### src/usb_root_hub_pkg.sv
`default_nettype none
package usb_root_hub_pkg;

  // register indices; the apb byte address is four times the index
  localparam logic [7:0] HUB_INDEX        = 8'h14;
  localparam logic [7:0] PORT1_INDEX      = 8'h15;
  localparam logic [7:0] PORT2_INDEX      = 8'h16;
  localparam logic [7:0] CONFIG_INDEX     = 8'h18;
  localparam logic [7:0] IRQ_STATUS_INDEX = 8'h19;
  localparam logic [7:0] IRQ_MASK_INDEX   = 8'h1A;
  localparam logic [7:0] CONTROL_INDEX    = 8'h1B;
  // command code of a write is the read code with this bit added
  localparam logic [7:0] WRITE_CODE_FLAG  = 8'h80;

  localparam int        DATA_W    = 32;
  localparam logic [31:0] ZERO_WORD = 32'h0000_0000;

  // hub level word
  localparam int HUB_WAKE_CLEAR_BIT = 31;
  localparam int HUB_OC_CHANGE_BIT  = 17;
  localparam int HUB_POWER_ON_BIT   = 16;
  localparam int HUB_WAKE_BIT       = 15;
  localparam int HUB_OC_BIT         = 1;
  localparam int HUB_POWER_OFF_BIT  = 0;

  // per port word, status half
  localparam int PORT_CONNECT_BIT   = 0;
  localparam int PORT_POWER_BIT     = 8;
  localparam int PORT_SET_POWER_BIT = 8;
  localparam int PORT_CLR_POWER_BIT = 9;
  // per port word, change half
  localparam int PORT_CHANGE_LSB    = 16;
  localparam int PORT_CHANGE_W      = 5;
  localparam int CHG_CONNECT        = 0;
  localparam int CHG_ENABLE         = 1;
  localparam int CHG_RESUME         = 2;
  localparam int CHG_OC             = 3;
  localparam int CHG_RESET          = 4;

  // configuration word
  localparam int CFG_SCHEME_BIT     = 0;
  localparam int CFG_OC_PORT_BIT    = 1;
  localparam int CFG_MASK_LSB       = 17;

  // control word
  localparam int CTL_SUSPEND_BIT    = 0;
  localparam int CTL_RESUMED_BIT    = 1;
  localparam int CTL_STATE_W        = 2;

  // interrupt status and mask layout
  localparam int IRQ_OC_BIT         = 0;
  localparam int IRQ_RESUME_BIT     = 1;
  localparam int IRQ_CONNECT_LSB    = 2;

  typedef enum logic [1:0] {
    OPERATIONAL,
    SUSPENDED_STATE,
    RESUMING_STATE
  } hc_state_t;

  // hardware events reported by the port logic, one-cycle pulses
  typedef struct packed {
    logic resetDone;
    logic ocChange;
    logic resumeDone;
    logic enableChange;
  } port_event_t;

endpackage
`default_nettype wire

### src/usb_root_hub_status_regs.sv
`default_nettype none
// Operation
// - writing 1 to hub bit 31 clears the wake enable flag
// - overcurrent change bit 17 sets on indicator change, write 1 clears
// - hub bits 16 and 0 always read as zero
// - global scheme: write 1 to hub bit 16 powers all ports
// - per-port scheme: power-on write affects only unmasked ports
// - global scheme: write 1 to hub bit 0 powers all ports off
// - per-port scheme: power-off write affects only unmasked ports
// - wake enabled: connect change resumes from suspend, raises interrupt
// - writing 1 to hub bit 15 sets the wake enable flag
// - hub bit 1 shows global overcurrent, zero under per-port reporting
// - port one at code 15h/95h, port two at 16h/96h
// - one per-port register for each downstream port
// - per-port register: status low half, change flags high half
// - port writes during a busy transaction wait until it finishes
// - change flags at bits 20 to 16, all reset to zero
// - hub level register at code 14h/94h
module usb_root_hub_status_regs
  import usb_root_hub_pkg::*;
#(
  parameter int PORT_COUNT = 2,
  parameter int ADDR_W     = 12
) (
  // clock and reset
  input  wire  logic                    clk,
  input  wire  logic                    rst,
  // apb slave
  input  wire  logic                    psel,
  input  wire  logic                    penable,
  input  wire  logic                    pwrite,
  input  wire  logic [ADDR_W-1:0]       paddr,
  input  wire  logic [31:0]             pwdata,
  output var   logic [31:0]             prdata,
  output logic                          pready,
  output logic                          pslverr,
  // pins
  input  wire  logic                    overcurrentPin,
  input  wire  logic [PORT_COUNT-1:0]   connectPin,
  // port engine
  input  wire  logic [PORT_COUNT-1:0]   portBusy,
  input  wire  port_event_t [PORT_COUNT-1:0] portEvent,
  output var   logic [PORT_COUNT-1:0]   portPowerState,
  // controller state and interrupt
  output var   hc_state_t               controllerState,
  output logic                          irq
);

  localparam int IRQ_W = IRQ_CONNECT_LSB + PORT_COUNT;

  // apb phase and address decode
  logic                  setupPhase;
  logic                  accessPhase;
  logic [7:0]            regIndex;
  logic                  aligned;
  logic                  hubHit;
  logic                  cfgHit;
  logic                  irqStatHit;
  logic                  irqMaskHit;
  logic                  ctlHit;
  logic [PORT_COUNT-1:0] portHit;
  logic                  mapped;
  logic                  wrEn;
  logic                  rdEn;

  assign setupPhase  = psel & ~penable;
  assign accessPhase = psel & penable;
  assign regIndex    = paddr[9:2];
  assign aligned     = (paddr[1:0] == 2'h0) &&
                       (paddr[ADDR_W-1:10] == '0);
  assign hubHit      = regIndex == HUB_INDEX;
  assign cfgHit      = regIndex == CONFIG_INDEX;
  assign irqStatHit  = regIndex == IRQ_STATUS_INDEX;
  assign irqMaskHit  = regIndex == IRQ_MASK_INDEX;
  assign ctlHit      = regIndex == CONTROL_INDEX;
  assign mapped      = aligned & (hubHit | cfgHit | irqStatHit |
                       irqMaskHit | ctlHit | (|portHit));
  assign wrEn        = accessPhase & pwrite & mapped;
  assign rdEn        = accessPhase & ~pwrite & mapped;

  // zero wait answer, error on unmapped address
  assign pready  = accessPhase;
  assign pslverr = accessPhase & ~mapped;

  // configuration and control registers
  logic                  powerScheme;
  logic                  ocPerPort;
  logic [PORT_COUNT-1:0] portPowerMask;
  logic [IRQ_W-1:0]      irqMask;
  logic [IRQ_W-1:0]      irqStatus;
  logic [IRQ_W-1:0]      irqEvents;

  always_ff @(posedge clk) begin
    if (rst) begin
      powerScheme   <= 1'b0;
      ocPerPort     <= 1'b0;
      portPowerMask <= '0;
    end else if (wrEn & cfgHit) begin
      powerScheme   <= pwdata[CFG_SCHEME_BIT];
      ocPerPort     <= pwdata[CFG_OC_PORT_BIT];
      portPowerMask <= pwdata[CFG_MASK_LSB +: PORT_COUNT];
    end
  end

  always_ff @(posedge clk) begin
    if (rst) begin
      irqMask <= '0;
    end else if (wrEn & irqMaskHit) begin
      irqMask <= pwdata[IRQ_W-1:0];
    end
  end

  // overcurrent pin synchroniser and change detect
  logic ocSync1;
  logic ocSync2;
  logic ocGlobal;
  logic ocGlobalLast;
  logic ocChangeEvt;

  always_ff @(posedge clk) begin
    if (rst) begin
      ocSync1      <= 1'b0;
      ocSync2      <= 1'b0;
      ocGlobalLast <= 1'b0;
    end else begin
      ocSync1      <= overcurrentPin;
      ocSync2      <= ocSync1;
      ocGlobalLast <= ocGlobal;
    end
  end

  assign ocGlobal    = ocSync2 & ~ocPerPort;
  assign ocChangeEvt = ocGlobal ^ ocGlobalLast;

  // hub level flags
  logic wakeEnableFlag;
  logic overcurrentChangeFlag;
  logic hubWrite;
  logic powerOnAll;
  logic powerOffAll;

  assign hubWrite    = wrEn & hubHit;
  assign powerOnAll  = hubWrite & pwdata[HUB_POWER_ON_BIT];
  assign powerOffAll = hubWrite & pwdata[HUB_POWER_OFF_BIT];

  // wake enable: set and clear commands, set wins if both
  always_ff @(posedge clk) begin
    if (rst) begin
      wakeEnableFlag <= 1'b0;
    end else if (hubWrite & pwdata[HUB_WAKE_BIT]) begin
      wakeEnableFlag <= 1'b1;
    end else if (hubWrite & pwdata[HUB_WAKE_CLEAR_BIT]) begin
      wakeEnableFlag <= 1'b0;
    end
  end

  // overcurrent change flag, hardware set beats software clear
  always_ff @(posedge clk) begin
    if (rst) begin
      overcurrentChangeFlag <= 1'b0;
    end else begin
      overcurrentChangeFlag <= ocChangeEvt |
        (overcurrentChangeFlag &
         ~(hubWrite & pwdata[HUB_OC_CHANGE_BIT]));
    end
  end

  // per-port registers
  logic [PORT_COUNT-1:0] connectEdge;
  logic [31:0]           portWord [PORT_COUNT];

  genvar p;
  generate
    for (p = 0; p < PORT_COUNT; p++) begin : g_port
      logic                     connSync1;
      logic                     connSync2;
      logic                     connLast;
      logic                     pendValid;
      logic [31:0]              pendData;
      logic                     portWrite;
      logic                     applyNow;
      logic [31:0]              applyData;
      logic [PORT_CHANGE_W-1:0] changeFlags;
      logic [PORT_CHANGE_W-1:0] changeSet;
      logic [PORT_CHANGE_W-1:0] changeClr;
      logic                     globalAffects;

      // port p answers at index PORT1_INDEX + p
      assign portHit[p] = regIndex == 8'(int'(PORT1_INDEX) + p);
      assign portWrite  = wrEn & portHit[p];

      // connect pin synchroniser
      always_ff @(posedge clk) begin
        if (rst) begin
          connSync1 <= 1'b0;
          connSync2 <= 1'b0;
          connLast  <= 1'b0;
        end else begin
          connSync1 <= connectPin[p];
          connSync2 <= connSync1;
          connLast  <= connSync2;
        end
      end

      assign connectEdge[p] = connSync2 ^ connLast;

      // hold writes that land during a transaction
      always_ff @(posedge clk) begin
        if (rst) begin
          pendValid <= 1'b0;
          pendData  <= ZERO_WORD;
        end else if (portWrite & portBusy[p]) begin
          pendValid <= 1'b1;
          pendData  <= pendData | pwdata;
        end else if (applyNow) begin
          pendValid <= 1'b0;
          pendData  <= ZERO_WORD;
        end
      end

      assign applyNow  = ~portBusy[p] & (pendValid | portWrite);
      assign applyData = (pendValid ? pendData : ZERO_WORD) |
                         (portWrite ? pwdata : ZERO_WORD);

      // change flag sources and write-one clears
      assign changeSet[CHG_CONNECT] = connectEdge[p];
      assign changeSet[CHG_ENABLE]  = portEvent[p].enableChange;
      assign changeSet[CHG_RESUME]  = portEvent[p].resumeDone;
      assign changeSet[CHG_OC]      = portEvent[p].ocChange & ocPerPort;
      assign changeSet[CHG_RESET]   = portEvent[p].resetDone;
      assign changeClr = applyNow ?
        applyData[PORT_CHANGE_LSB +: PORT_CHANGE_W] : '0;

      // resume flag also drops when reset completes; sets win
      always_ff @(posedge clk) begin
        if (rst) begin
          changeFlags <= '0;
        end else begin
          changeFlags <= changeSet | (changeFlags & ~changeClr);
          if (changeSet[CHG_RESET] & ~changeSet[CHG_RESUME]) begin
            changeFlags[CHG_RESUME] <= 1'b0;
          end
        end
      end

      // port power: global commands honour scheme and mask
      assign globalAffects = ~powerScheme | ~portPowerMask[p];

      always_ff @(posedge clk) begin
        if (rst) begin
          portPowerState[p] <= 1'b0;
        end else if (powerOffAll & globalAffects) begin
          portPowerState[p] <= 1'b0;
        end else if (powerOnAll & globalAffects) begin
          portPowerState[p] <= 1'b1;
        end else if (applyNow & applyData[PORT_CLR_POWER_BIT]) begin
          portPowerState[p] <= 1'b0;
        end else if (applyNow & applyData[PORT_SET_POWER_BIT]) begin
          portPowerState[p] <= 1'b1;
        end
      end

      // status low half, change flags high half
      always_comb begin
        portWord[p]                   = ZERO_WORD;
        portWord[p][PORT_CONNECT_BIT] = connSync2;
        portWord[p][PORT_POWER_BIT]   = portPowerState[p];
        portWord[p][PORT_CHANGE_LSB +: PORT_CHANGE_W] = changeFlags;
      end
    end
  endgenerate

  // suspend and resume sequencing
  logic resumeEvt;

  assign resumeEvt = wakeEnableFlag & (|connectEdge) &
                     (controllerState == SUSPENDED_STATE);

  always_ff @(posedge clk) begin
    if (rst) begin
      controllerState <= OPERATIONAL;
    end else begin
      case (controllerState)
        OPERATIONAL: begin
          if (wrEn & ctlHit & pwdata[CTL_SUSPEND_BIT]) begin
            controllerState <= SUSPENDED_STATE;
          end
        end
        SUSPENDED_STATE: begin
          if (resumeEvt) begin
            controllerState <= RESUMING_STATE;
          end
        end
        RESUMING_STATE: begin
          if (wrEn & ctlHit & pwdata[CTL_RESUMED_BIT]) begin
            controllerState <= OPERATIONAL;
          end
        end
        default: controllerState <= OPERATIONAL;
      endcase
    end
  end

  // sticky interrupt status; a read clears only the bits it returned
  assign irqEvents[IRQ_OC_BIT]     = ocChangeEvt;
  assign irqEvents[IRQ_RESUME_BIT] = resumeEvt;
  assign irqEvents[IRQ_CONNECT_LSB +: PORT_COUNT] = connectEdge;

  always_ff @(posedge clk) begin
    if (rst) begin
      irqStatus <= '0;
    end else if (rdEn & irqStatHit) begin
      // events of the setup cycle were not in prdata, so they stay
      irqStatus <= (irqStatus & ~prdata[IRQ_W-1:0]) | irqEvents;
    end else begin
      irqStatus <= irqStatus | irqEvents;
    end
  end

  assign irq = |(irqStatus & irqMask);

  // read words
  logic [31:0] hubWord;
  logic [31:0] cfgWord;
  logic [31:0] ctlWord;
  logic [31:0] readWord;

  // power bits 16 and 0 read as zero
  always_comb begin
    hubWord                    = ZERO_WORD;
    hubWord[HUB_OC_CHANGE_BIT] = overcurrentChangeFlag;
    hubWord[HUB_WAKE_BIT]      = wakeEnableFlag;
    hubWord[HUB_OC_BIT]        = ocGlobal;
  end

  always_comb begin
    cfgWord                  = ZERO_WORD;
    cfgWord[CFG_SCHEME_BIT]  = powerScheme;
    cfgWord[CFG_OC_PORT_BIT] = ocPerPort;
    cfgWord[CFG_MASK_LSB +: PORT_COUNT] = portPowerMask;
  end

  always_comb begin
    ctlWord = ZERO_WORD;
    ctlWord[CTL_STATE_W-1:0] = controllerState;
  end

  // read selection, ports folded in by index
  always_comb begin
    readWord = ZERO_WORD;
    if (hubHit) readWord = hubWord;
    if (cfgHit) readWord = cfgWord;
    if (ctlHit) readWord = ctlWord;
    if (irqStatHit) readWord = 32'(irqStatus);
    if (irqMaskHit) readWord = 32'(irqMask);
    for (int i = 0; i < PORT_COUNT; i++) begin
      if (portHit[i]) readWord = portWord[i];
    end
    if (!aligned) readWord = ZERO_WORD;
  end

  // read data captured in the setup cycle
  always_ff @(posedge clk) begin
    if (rst) begin
      prdata <= ZERO_WORD;
    end else if (setupPhase & ~pwrite) begin
      prdata <= readWord;
    end
  end

endmodule
`default_nettype wire

### config.mk
export PLATFORM = sky130hd
export DESIGN_NAME = usb_root_hub_status_regs
export DESIGN_NICKNAME = d
export VERILOG_FILES = /design/src/usb_root_hub_pkg.sv /design/src/usb_root_hub_status_regs.sv
export SDC_FILE = /design/constraint.sdc
export NUM_CORES = 1
export LEC_CHECK = 0
export ABC_AREA = 0
export BUFFER_PORTS_ARGS = -buffer_cell sky130_fd_sc_hd__buf_2
export CAP_MARGIN = 40
export CELL_PAD_IN_SITES_DETAIL_PLACEMENT = 0
export CELL_PAD_IN_SITES_GLOBAL_PLACEMENT = 1
export CORE_MARGIN = 2
export CORE_UTILIZATION = 36
export CTS_CLUSTER_SIZE = 8
export DETAILED_ROUTE_END_ITERATION = 6
export PLACE_DENSITY_LB_ADDON = 0.1
export SETUP_SLACK_MARGIN = 0.1
export SYNTH_ARGS = -nofsm -noshare
export SYNTH_HDL_FRONTEND = slang
export SYNTH_SLANG_ARGS = --single-unit
### constraint.sdc
create_clock -name clk -period 2.8 [get_ports clk]
set_input_delay 0.56 -clock clk [delete_from_list [all_inputs] [get_ports clk]]
set_output_delay 0.56 -clock clk [all_outputs]
set_load 0.005 [all_outputs]
==> metrics.txt, run 1 <==
ys async rst share 0%; grt met3 use 4.51%; height of the die 95.4 um; DRC Markers 0; Die Wd 95.4 um; Routed Antenna Nets 0; PwrDens 507 nW/um^2; sequential fraction of the synthesis area 42.6%; CTS root buf clkbuf_8; reg2reg setup slack 1540 ps; worst reg2reg path depth 4; global-route wire length before repair 12300 um; io pins 101; Reg-to-Reg End irqStatus[1]; Final Skew 8.34 ps; hold buffer count at cts 0; 1st-iter DRT viols 126; worst hold path type reg2reg; via/cell ratio 5.10; synth unique cells 52; fin nets 464; H-tree depth 3; peak supply drop 301 uV; placed insts 496; Worst setup EP type flop; share of cells above drive strength 1 22.7%; Filler Cells Inserted 861; status finished, final reports clean; setup bufs post-CTS 0; worst reg2reg path startpoint g_port[0].connSync2; pin count of the biggest net entering global routing 40; setup TNS 0 ps; min-delay src ocSync1; Worst Tran Pin Value 746 ps; WS Path Type in2reg; vias in the first global route 2323; placeable core area 8130 sq um; Period minus WS final 2380 ps; max-cap viol count 0; Data arrival, critical path 2640 ps; Critical Path End g_port[0].pendData[18]; CTS tree yes; Rel. slew slack 50.3%; CP required 3060 ps; setup repair after global routing missed its margin false; most common cell after layout, fill and taps aside dfxtp_1; YS warnings 0; count of input and output buffers 60; hpwl dp 5880 um; # diodes 0; Final Max Tran Viols 0; gr ovfl total 0; synthesis-to-finish area growth 16.5%; Routed WL 7870 um; GRT met1 Usage 25.9%; initial antenna violation count 0; met2 Use GR 26.6%; initial core utilization 36.9%; xor-xnor portion of the synthesized cell area 0.875%; non-filler cells in the finished layout 511; gr usage total 18.1%; Worst setup SP type primary input; Final setup viols 0; drt wl/cell 15.4 um; Lkg Pwr 0.00148 uW; Avg Inst Size Synth 8.76 sq um; Synth Register Bits 64; gpl congestion 0.806; Clock Tree Buf Depth 2; Vias 2604; TritonRoute pass-1 iters 4; Reg clk slew, reported paths 70 ps; GRT Max-Usage Layer met2; CTS sink cnt 64; area of the die 9090 sq um; critical path launch point paddr[9]; Synth Flop Type dfxtp_1; post-cts repair resize count 0; synthesized cell area 3000 sq um; Adder-Cell Fraction of Synth Area 0%; Final Hold Violating Endpoints 0; Post-Syn Instances 343; FMAX 421 MHz; Tcrit/Tclk final 84.9%; commonest cells after routing, fill and taps aside dfxtp_1 (64), buf_2 (60), nor2_1 (40); worst-skew pair later-pin latency 330 ps; post-synthesis compound-gate area fraction 22.2%; Post-Synth Simple-Gate Area 20.6%; mux share of post-synthesis cell area 4.00%; Max FO, Critical Path 7; largest family of logic cells by synthesized area compound AO/OA/AOI/OAI gates; count of flip-flops with a built-in enable after synthesis 0; cts bufs inserted 9; row count 33
## power breakdown
part	switching (uW)	internal (uW)	leakage [uW]	total, uW
sequential	9.71	928	0.000520	938
combinational	83.9	51.7	0.000873	136
clock	340	362	0.0000882	703
## per-stage QoR
| stage | util (%) | area [sq um] | power (uW) | worst slack, ps | hold WS (ps) |
|---|---|---|---|---|---|
| 2_1_floorplan | - | 3080 | 1050 | 544 | 414 |
| 3_3_place_gp | 40.9 | 3330 | 1090 | 128 | 423 |
| 3_5_place_dp | 40.9 | 3330 | 1090 | 104 | 423 |
| 4_1_cts | 43.0 | 3500 | 1800 | 451 | 420 |
| 5_1_grt | 43.0 | 3500 | 1860 | 320 | 438 |
| 6_report | 43.0 | 3500 | 1780 | 423 | 435 |
## synthesized netlist by cell type (all sizes together), types with 2 or more instances
library cell	instances	area, sq um
a21o	2	15.0
a21oi	22	110
a22o	6	52.6
a22oi	34	255
a32oi	3	26.3
and2	2	12.5
and3	2	12.5
buf	27	198
clkbuf	14	52.6
dfxtp	64	1280
inv	10	37.5
mux2i	12	120
nand2	17	63.8
nand2b	7	43.8
nand3	11	55.1
nand3b	3	22.5
nor2	41	156
nor2b	11	68.8
nor3	5	25.0
nor4	4	55.1
o21ai	16	80.1
o2bb2ai	3	26.3
or2	3	18.8
or4bb	2	22.5
xnor2	2	17.5
## critical path, stage by stage
cell and delay (ps):
buf_2 90, or4b_1 710, nor4_4 520, buf_4 220
and2_1 290, a22oi_1 110, nor2_1 130
## sequential cells by signal, summed over array words and instances, names as in the netlist, 4 cells and up
register,cells
g_port.pendData,14
prdata,11
g_port.changeFlags,10
irqMask,4
irqStatus,4
## layout make-up
class / count / area, sq um / share of cell area [%]
Clock buffer: 12 / 155 / 4.43
Clock inverter: 3 / 17.5 / 0.500
Inverter: 10 / 37.5 / 1.07
Multi-Input combinational cell: 248 / 1510 / 43.1
Sequential cell: 64 / 1280 / 36.6
Tap cell: 105 / 131 / 3.75
Timing Repair Buffer: 69 / 368 / 10.5
## cells by family after synthesis
logic type      count (synthesis)
mux                            12
xor+xnor                        3
other cells                     1
buf+inv                        51
flops                          64
simple gates                  115
compound gates                 97
## how the worst min path moves through the flow
stage / to / depth (start not counted) / slack, ps
final: ocSync2 / 1 / 440
after global routing: g_port[0].connSync1 / 2 / 440
after CTS: g_port[0].connSync1 / 2 / 420
after detailed placement: ocSync2 / 1 / 420
after global placement: g_port[0].connSync2 / 1 / 420
after floorplan: g_port[0].connSync2 / 1 / 410
## metal layers
metal / wire length, um / vias up
li1: - / 1300
met1: 3890 / 1216
met2: 3440 / 81
met3: 445 / 7
met4: 89 / 0
met5: 0 / -
No activity file was read; power rests on OpenSTA's default activity.
==> inputs of run 2 (changes only) <==
--- a/config.mk
+++ b/config.mk
@@ -11,7 +11,7 @@
 export CELL_PAD_IN_SITES_DETAIL_PLACEMENT = 0
 export CELL_PAD_IN_SITES_GLOBAL_PLACEMENT = 1
 export CORE_MARGIN = 2
-export CORE_UTILIZATION = 36
+export CORE_UTILIZATION = 33
 export CTS_CLUSTER_SIZE = 8
 export DETAILED_ROUTE_END_ITERATION = 6
 export PLACE_DENSITY_LB_ADDON = 0.1
==> constraint.sdc (replaced) <==
create_clock -name clk -period 2 [get_ports clk]
set_input_delay 0.4 -clock clk [delete_from_list [all_inputs] [get_ports clk]]
set_output_delay 0.4 -clock clk [all_outputs]
set_load 0.005 [all_outputs]
==> metrics.txt, run 2 (same netlist as run 1, synthesis figures left out) <==
Reg clk slew, reported paths 70 ps; placeable core area 8760 sq um; Vias 2775; Final Max Tran Viols 0; area of the die 9880 sq um; pin count of the biggest net entering global routing 34; drt wl/cell 15.8 um; via/cell ratio 5.13; commonest cells after routing, fill and taps aside dfxtp_1 (64), buf_2 (59), nor2_1 (40); Final Skew 10.8 ps; Routed Antenna Nets 0; min-delay src connectPin[0]; max-cap viol count 0; sequential share of power 45.2%; Filler Cells Inserted 907; Routed WL 8530 um; Met2 Routed Length 3770 um; row count 34; H-tree depth 3; fin nets 490; Area after DPL 3500 sq um; WL met1 4180 um; Worst setup EP type output pin; peak supply drop 450 uV; gr ovfl total 0; io pins 101; CTS sink cnt 64; clock network fraction of design power 47.2%; CTS tree yes; Period minus WS final 1940 ps; gr usage total 17.2%; Max FO, Critical Path 6; CTS root buf clkbuf_8; Int Power 2220 uW; Final Core Density 44.7%; Sw Ratio 23.5%; Logic pwr share 7.6%; Tcrit/Tclk final 96.8%; global-route wire length before repair 13400 um; PwrDens 741 nW/um^2; Top reg by flops g_port.pendData; most common cell after layout, fill and taps aside dfxtp_1; Worst setup SP type primary input; design area 3920 sq um; TritonRoute pass-1 iters 4; Final Hold Violating Endpoints 0; 1st-iter DRT viols 118; P_sw 683 uW; initial core utilization 34.3%; initial antenna violation count 0; Met3 Wirelength 511 um; height of the die 99.4 um; CP required 1600 ps; top flop regs g_port.pendData (14), prdata (11), g_port.changeFlags (10); worst hold path type in2reg; FMAX 517 MHz; status finished, final reports clean; setup TNS 0 ps; vias in the first global route 2589; critical path launch point paddr[7]; Die Wd 99.4 um; Highest Signal Layer met4; Lkg Pwr 0.00167 uW; count of input and output buffers 60; Final setup viols 0; Worst Tran Pin Value 619 ps; Largest register FFs 14; worst reg2reg path startpoint g_port[0].pendValid; hpwl dp 6230 um; # diodes 0; Rel. slew slack 58.7%; share of cells above drive strength 1 32.8%; final hold slack 273 ps; worst-skew pair later-pin latency 340 ps; WS Path Type in2out; synthesis-to-finish area growth 30.5%; Data arrival, critical path 1540 ps; Clock Tree Buf Depth 2; gpl congestion 0.845; DRC Markers 0; setup repair after global routing missed its margin true; cts bufs inserted 9
run 2: changes by cell type in the layout (fill, tap and decap cells not counted), moves of 3 or more:
cell       change
buf_4         +20
a22oi_1       -12
o21ai_0        -8
o21ai_1        +7
buf_6          +7
bufinv_16      +3
a22oi_2       +12
run 2: power by group through the flow:
stage               Combinational (uW)  Sequential [uW]  Clock [uW]
floorplan                          137             1340           0
global placement                   205             1340           0
detailed placement                 208             1340           0
CTS                                211             1310        1410
global route                       244             1320        1450
finish                             221             1310        1370
run 2: layer usage:
layer,up-vias,GRT usage [%]
li1,1368,-
met1,1312,24.2
met5,-,0
met2,91,25.8
met3,4,4.85
met4,0,5.06
run 2: what timing repair did:
item	CTS	global route
gates cloned	0	2
endpoints found under the setup margin	1	31
gates resized for setup	4	28
hold buffers	0	0
buffers inserted	1	3
pin swaps	1	21
run 2: area by class of cell:
| class | instances | area (sq um) | area share (%) |
|---|---|---|---|
| clock buffers | 9 | 124 | 3.16 |
| repair buffers | 95 | 592 | 15.1 |
| well taps | 108 | 135 | 3.45 |
| multi-input cells | 248 | 1630 | 41.6 |
| clock inverters | 7 | 119 | 3.03 |
| flip-flops and latches | 64 | 1280 | 32.7 |
| inverters | 10 | 37.5 | 0.958 |
run 2: path summary, 6_finish.rpt:
| path | cells after the start | slack (ps) | endpoint |
|---|---|---|---|
| min reg2reg | 1 | 440 | g_port[0].connSync2 |
| min | 2 | 270 | g_port[0].connSync1 |
| max | 6 | 60 | pslverr |
| max reg2reg | 4 | 750 | portPowerState[0] |
run 2: worst max-delay path, stage by stage:
cell	delay, ps
buf_6	90
or4b_4	520
buf_6	150
a211oi_2	180
nor2_1	70
buf_2	120
run 2: through the flow:
| stage | std cells | worst slack, ps | power [uW] |
|---|---|---|---|
| global placement | 519 | -235 | 1550 |
| global route | 541 | 6.23 | 3010 |
| detailed placement | 519 | -221 | 1550 |
| finish | 541 | 64.9 | 2900 |
| CTS | 536 | 39.9 | 2930 |
| floorplan | 363 | -75.4 | 1470 |
==> inputs of run 3 (changes only) <==
--- a/config.mk
+++ b/config.mk
@@ -11,7 +11,7 @@
 export CELL_PAD_IN_SITES_DETAIL_PLACEMENT = 0
 export CELL_PAD_IN_SITES_GLOBAL_PLACEMENT = 1
 export CORE_MARGIN = 2
-export CORE_UTILIZATION = 33
+export CORE_UTILIZATION = 30
 export CTS_CLUSTER_SIZE = 8
 export DETAILED_ROUTE_END_ITERATION = 6
 export PLACE_DENSITY_LB_ADDON = 0.1
==> metrics.txt, run 3 (same netlist as run 1, synthesis figures left out) <==
status finished, final reports clean; worst reg2reg path startpoint g_port[0].pendValid; worst hold path type in2reg; Worst setup EP type output pin; Final Core Density 40.0%; Sw Ratio 25.2%; # diodes 0; fin nets 489; Tcrit/Tclk final 96.3%; Rel. slew slack 59.0%; H-tree depth 3; Period minus WS final 1930 ps; Die Wd 104 um; Worst setup SP type primary input; most common cell after layout, fill and taps aside dfxtp_1; CP required 1600 ps; max-cap viol count 0; pin count of the biggest net entering global routing 33; gr usage total 15.9%; via/cell ratio 4.73; Filler Cells Inserted 1037; initial core utilization 30.9%; CTS tree yes; CTS sink cnt 64; Routed Antenna Nets 0; Worst Tran Pin Value 616 ps; final hold slack 275 ps; area of the die 10800 sq um; TritonRoute pass-1 iters 4; row count 36; commonest cells after routing, fill and taps aside dfxtp_1 (64), buf_2 (59), nor2_1 (39); DRC Markers 0; Largest register FFs 14; top flop regs g_port.pendData (14), prdata (11), g_port.changeFlags (10); 1st-iter DRT viols 130; drt wl/cell 15.4 um; hpwl dp 6370 um; io pins 101; height of the die 104 um; worst-skew pair later-pin latency 340 ps; worst reg2reg path depth 4; Clock Tree Buf Depth 2; peak supply drop 348 uV; Lkg Pwr 0.00165 uW; worst hold stages 2; clock network fraction of design power 42.5%; Final Skew 14.9 ps; setup repair after global routing missed its margin true; Logic pwr share 8.3%; synthesis-to-finish area growth 29.4%; Int Power 2000 uW; Area after DPL 3520 sq um; vias in the first global route 2495; Reg-to-Reg End portPowerState[0]; FMAX 519 MHz; count of input and output buffers 60; design area 3890 sq um; sequential share of power 49.1%; share of cells above drive strength 1 30.6%; Final Max Tran Viols 0; Routed WL 8680 um; setup TNS 0 ps; WS Path Type in2out; PwrDens 687 nW/um^2; P_sw 672 uW; reg2reg setup slack 700 ps; gpl congestion 0.807; Max FO, Critical Path 2; initial antenna violation count 0; Reg clk slew, reported paths 70 ps; cts bufs inserted 9; min-delay src connectPin[0]; placeable core area 9730 sq um; global-route wire length before repair 13400 um; Top reg by flops g_port.pendData; Vias 2674; Final setup viols 0; gr ovfl total 0; Data arrival, critical path 1530 ps; Worst Hold Path EP g_port[0].connSync1; CTS root buf clkbuf_8; Final Hold Violating Endpoints 0
==> run 3: cell count changes in the layout (fill, tap and decap cells not counted), sizes merged <==
cell	change
clkinv	+2
clkbuf	+2
clkinvlp	-1
buf	-1
inv	-1
bufinv	-2
==> run 3: power by group through the flow <==
stage | Combinational (uW) | Sequential [uW] | Clock, uW
after global routing | 246 | 1320 | 1240
after floorplan | 137 | 1340 | 0
after detailed placement | 211 | 1340 | 0
after CTS | 215 | 1310 | 1170
after global placement | 209 | 1340 | 0
final | 223 | 1310 | 1140
==> run 3: cell type report <==
class,instances,area [sq um],share of cell area (%)
multi-input cells,248,1610,41.3
flip-flops and latches,64,1280,32.9
repair buffers,94,599,15.4
well taps,133,166,4.28
clock buffers,11,141,3.64
clock inverters,5,56.3,1.45
inverters,10,37.5,0.965
==> run 3: worst max-delay path, stage by stage <==
cell and delay (ps):
buf_6 90, or4b_4 520, buf_6 140, a211oi_2 180, nor2_1 60, buf_2 120
==> run 3: how the worst max path moves through the flow <==
stage                    from  cells after the start                      to
detailed placement   paddr[1]                      7  g_port[1].pendData[16]
finish               paddr[9]                      6                 pslverr
global placement     paddr[1]                      7   g_port[1].pendData[8]
CTS                 paddr[10]                      8  g_port[1].pendData[16]
floorplan            paddr[3]                      6       portPowerState[0]
global route        paddr[10]                      8       portPowerState[0]
==> run 3: through the flow <==
step	worst slack [ps]	power [uW]	instances
finish	73.6	2670	565
detailed placement	-223	1550	543
global placement	-221	1550	543
floorplan	-75.4	1470	363
global route	9.10	2800	565
CTS	78.4	2690	561
==> run 3: routing by layer <==
layer,vias to the layer above,wire [um],GRT usage (%)
met1,1234,4370,22.6
met4,0,62,4.34
met3,5,458,4.64
met2,74,3790,23.4
li1,1361,-,-
met5,-,0,0
==> run 3: repair_timing <==
action / CTS / global route
endpoints found under the setup margin: 1 / 28
endpoints found under the hold margin: 0 / 0
pin swaps: 2 / 8
gates resized for setup: 7 / 23
buffers inserted: 2 / 3
hold buffers: 0 / 0
cloned: 0 / 1
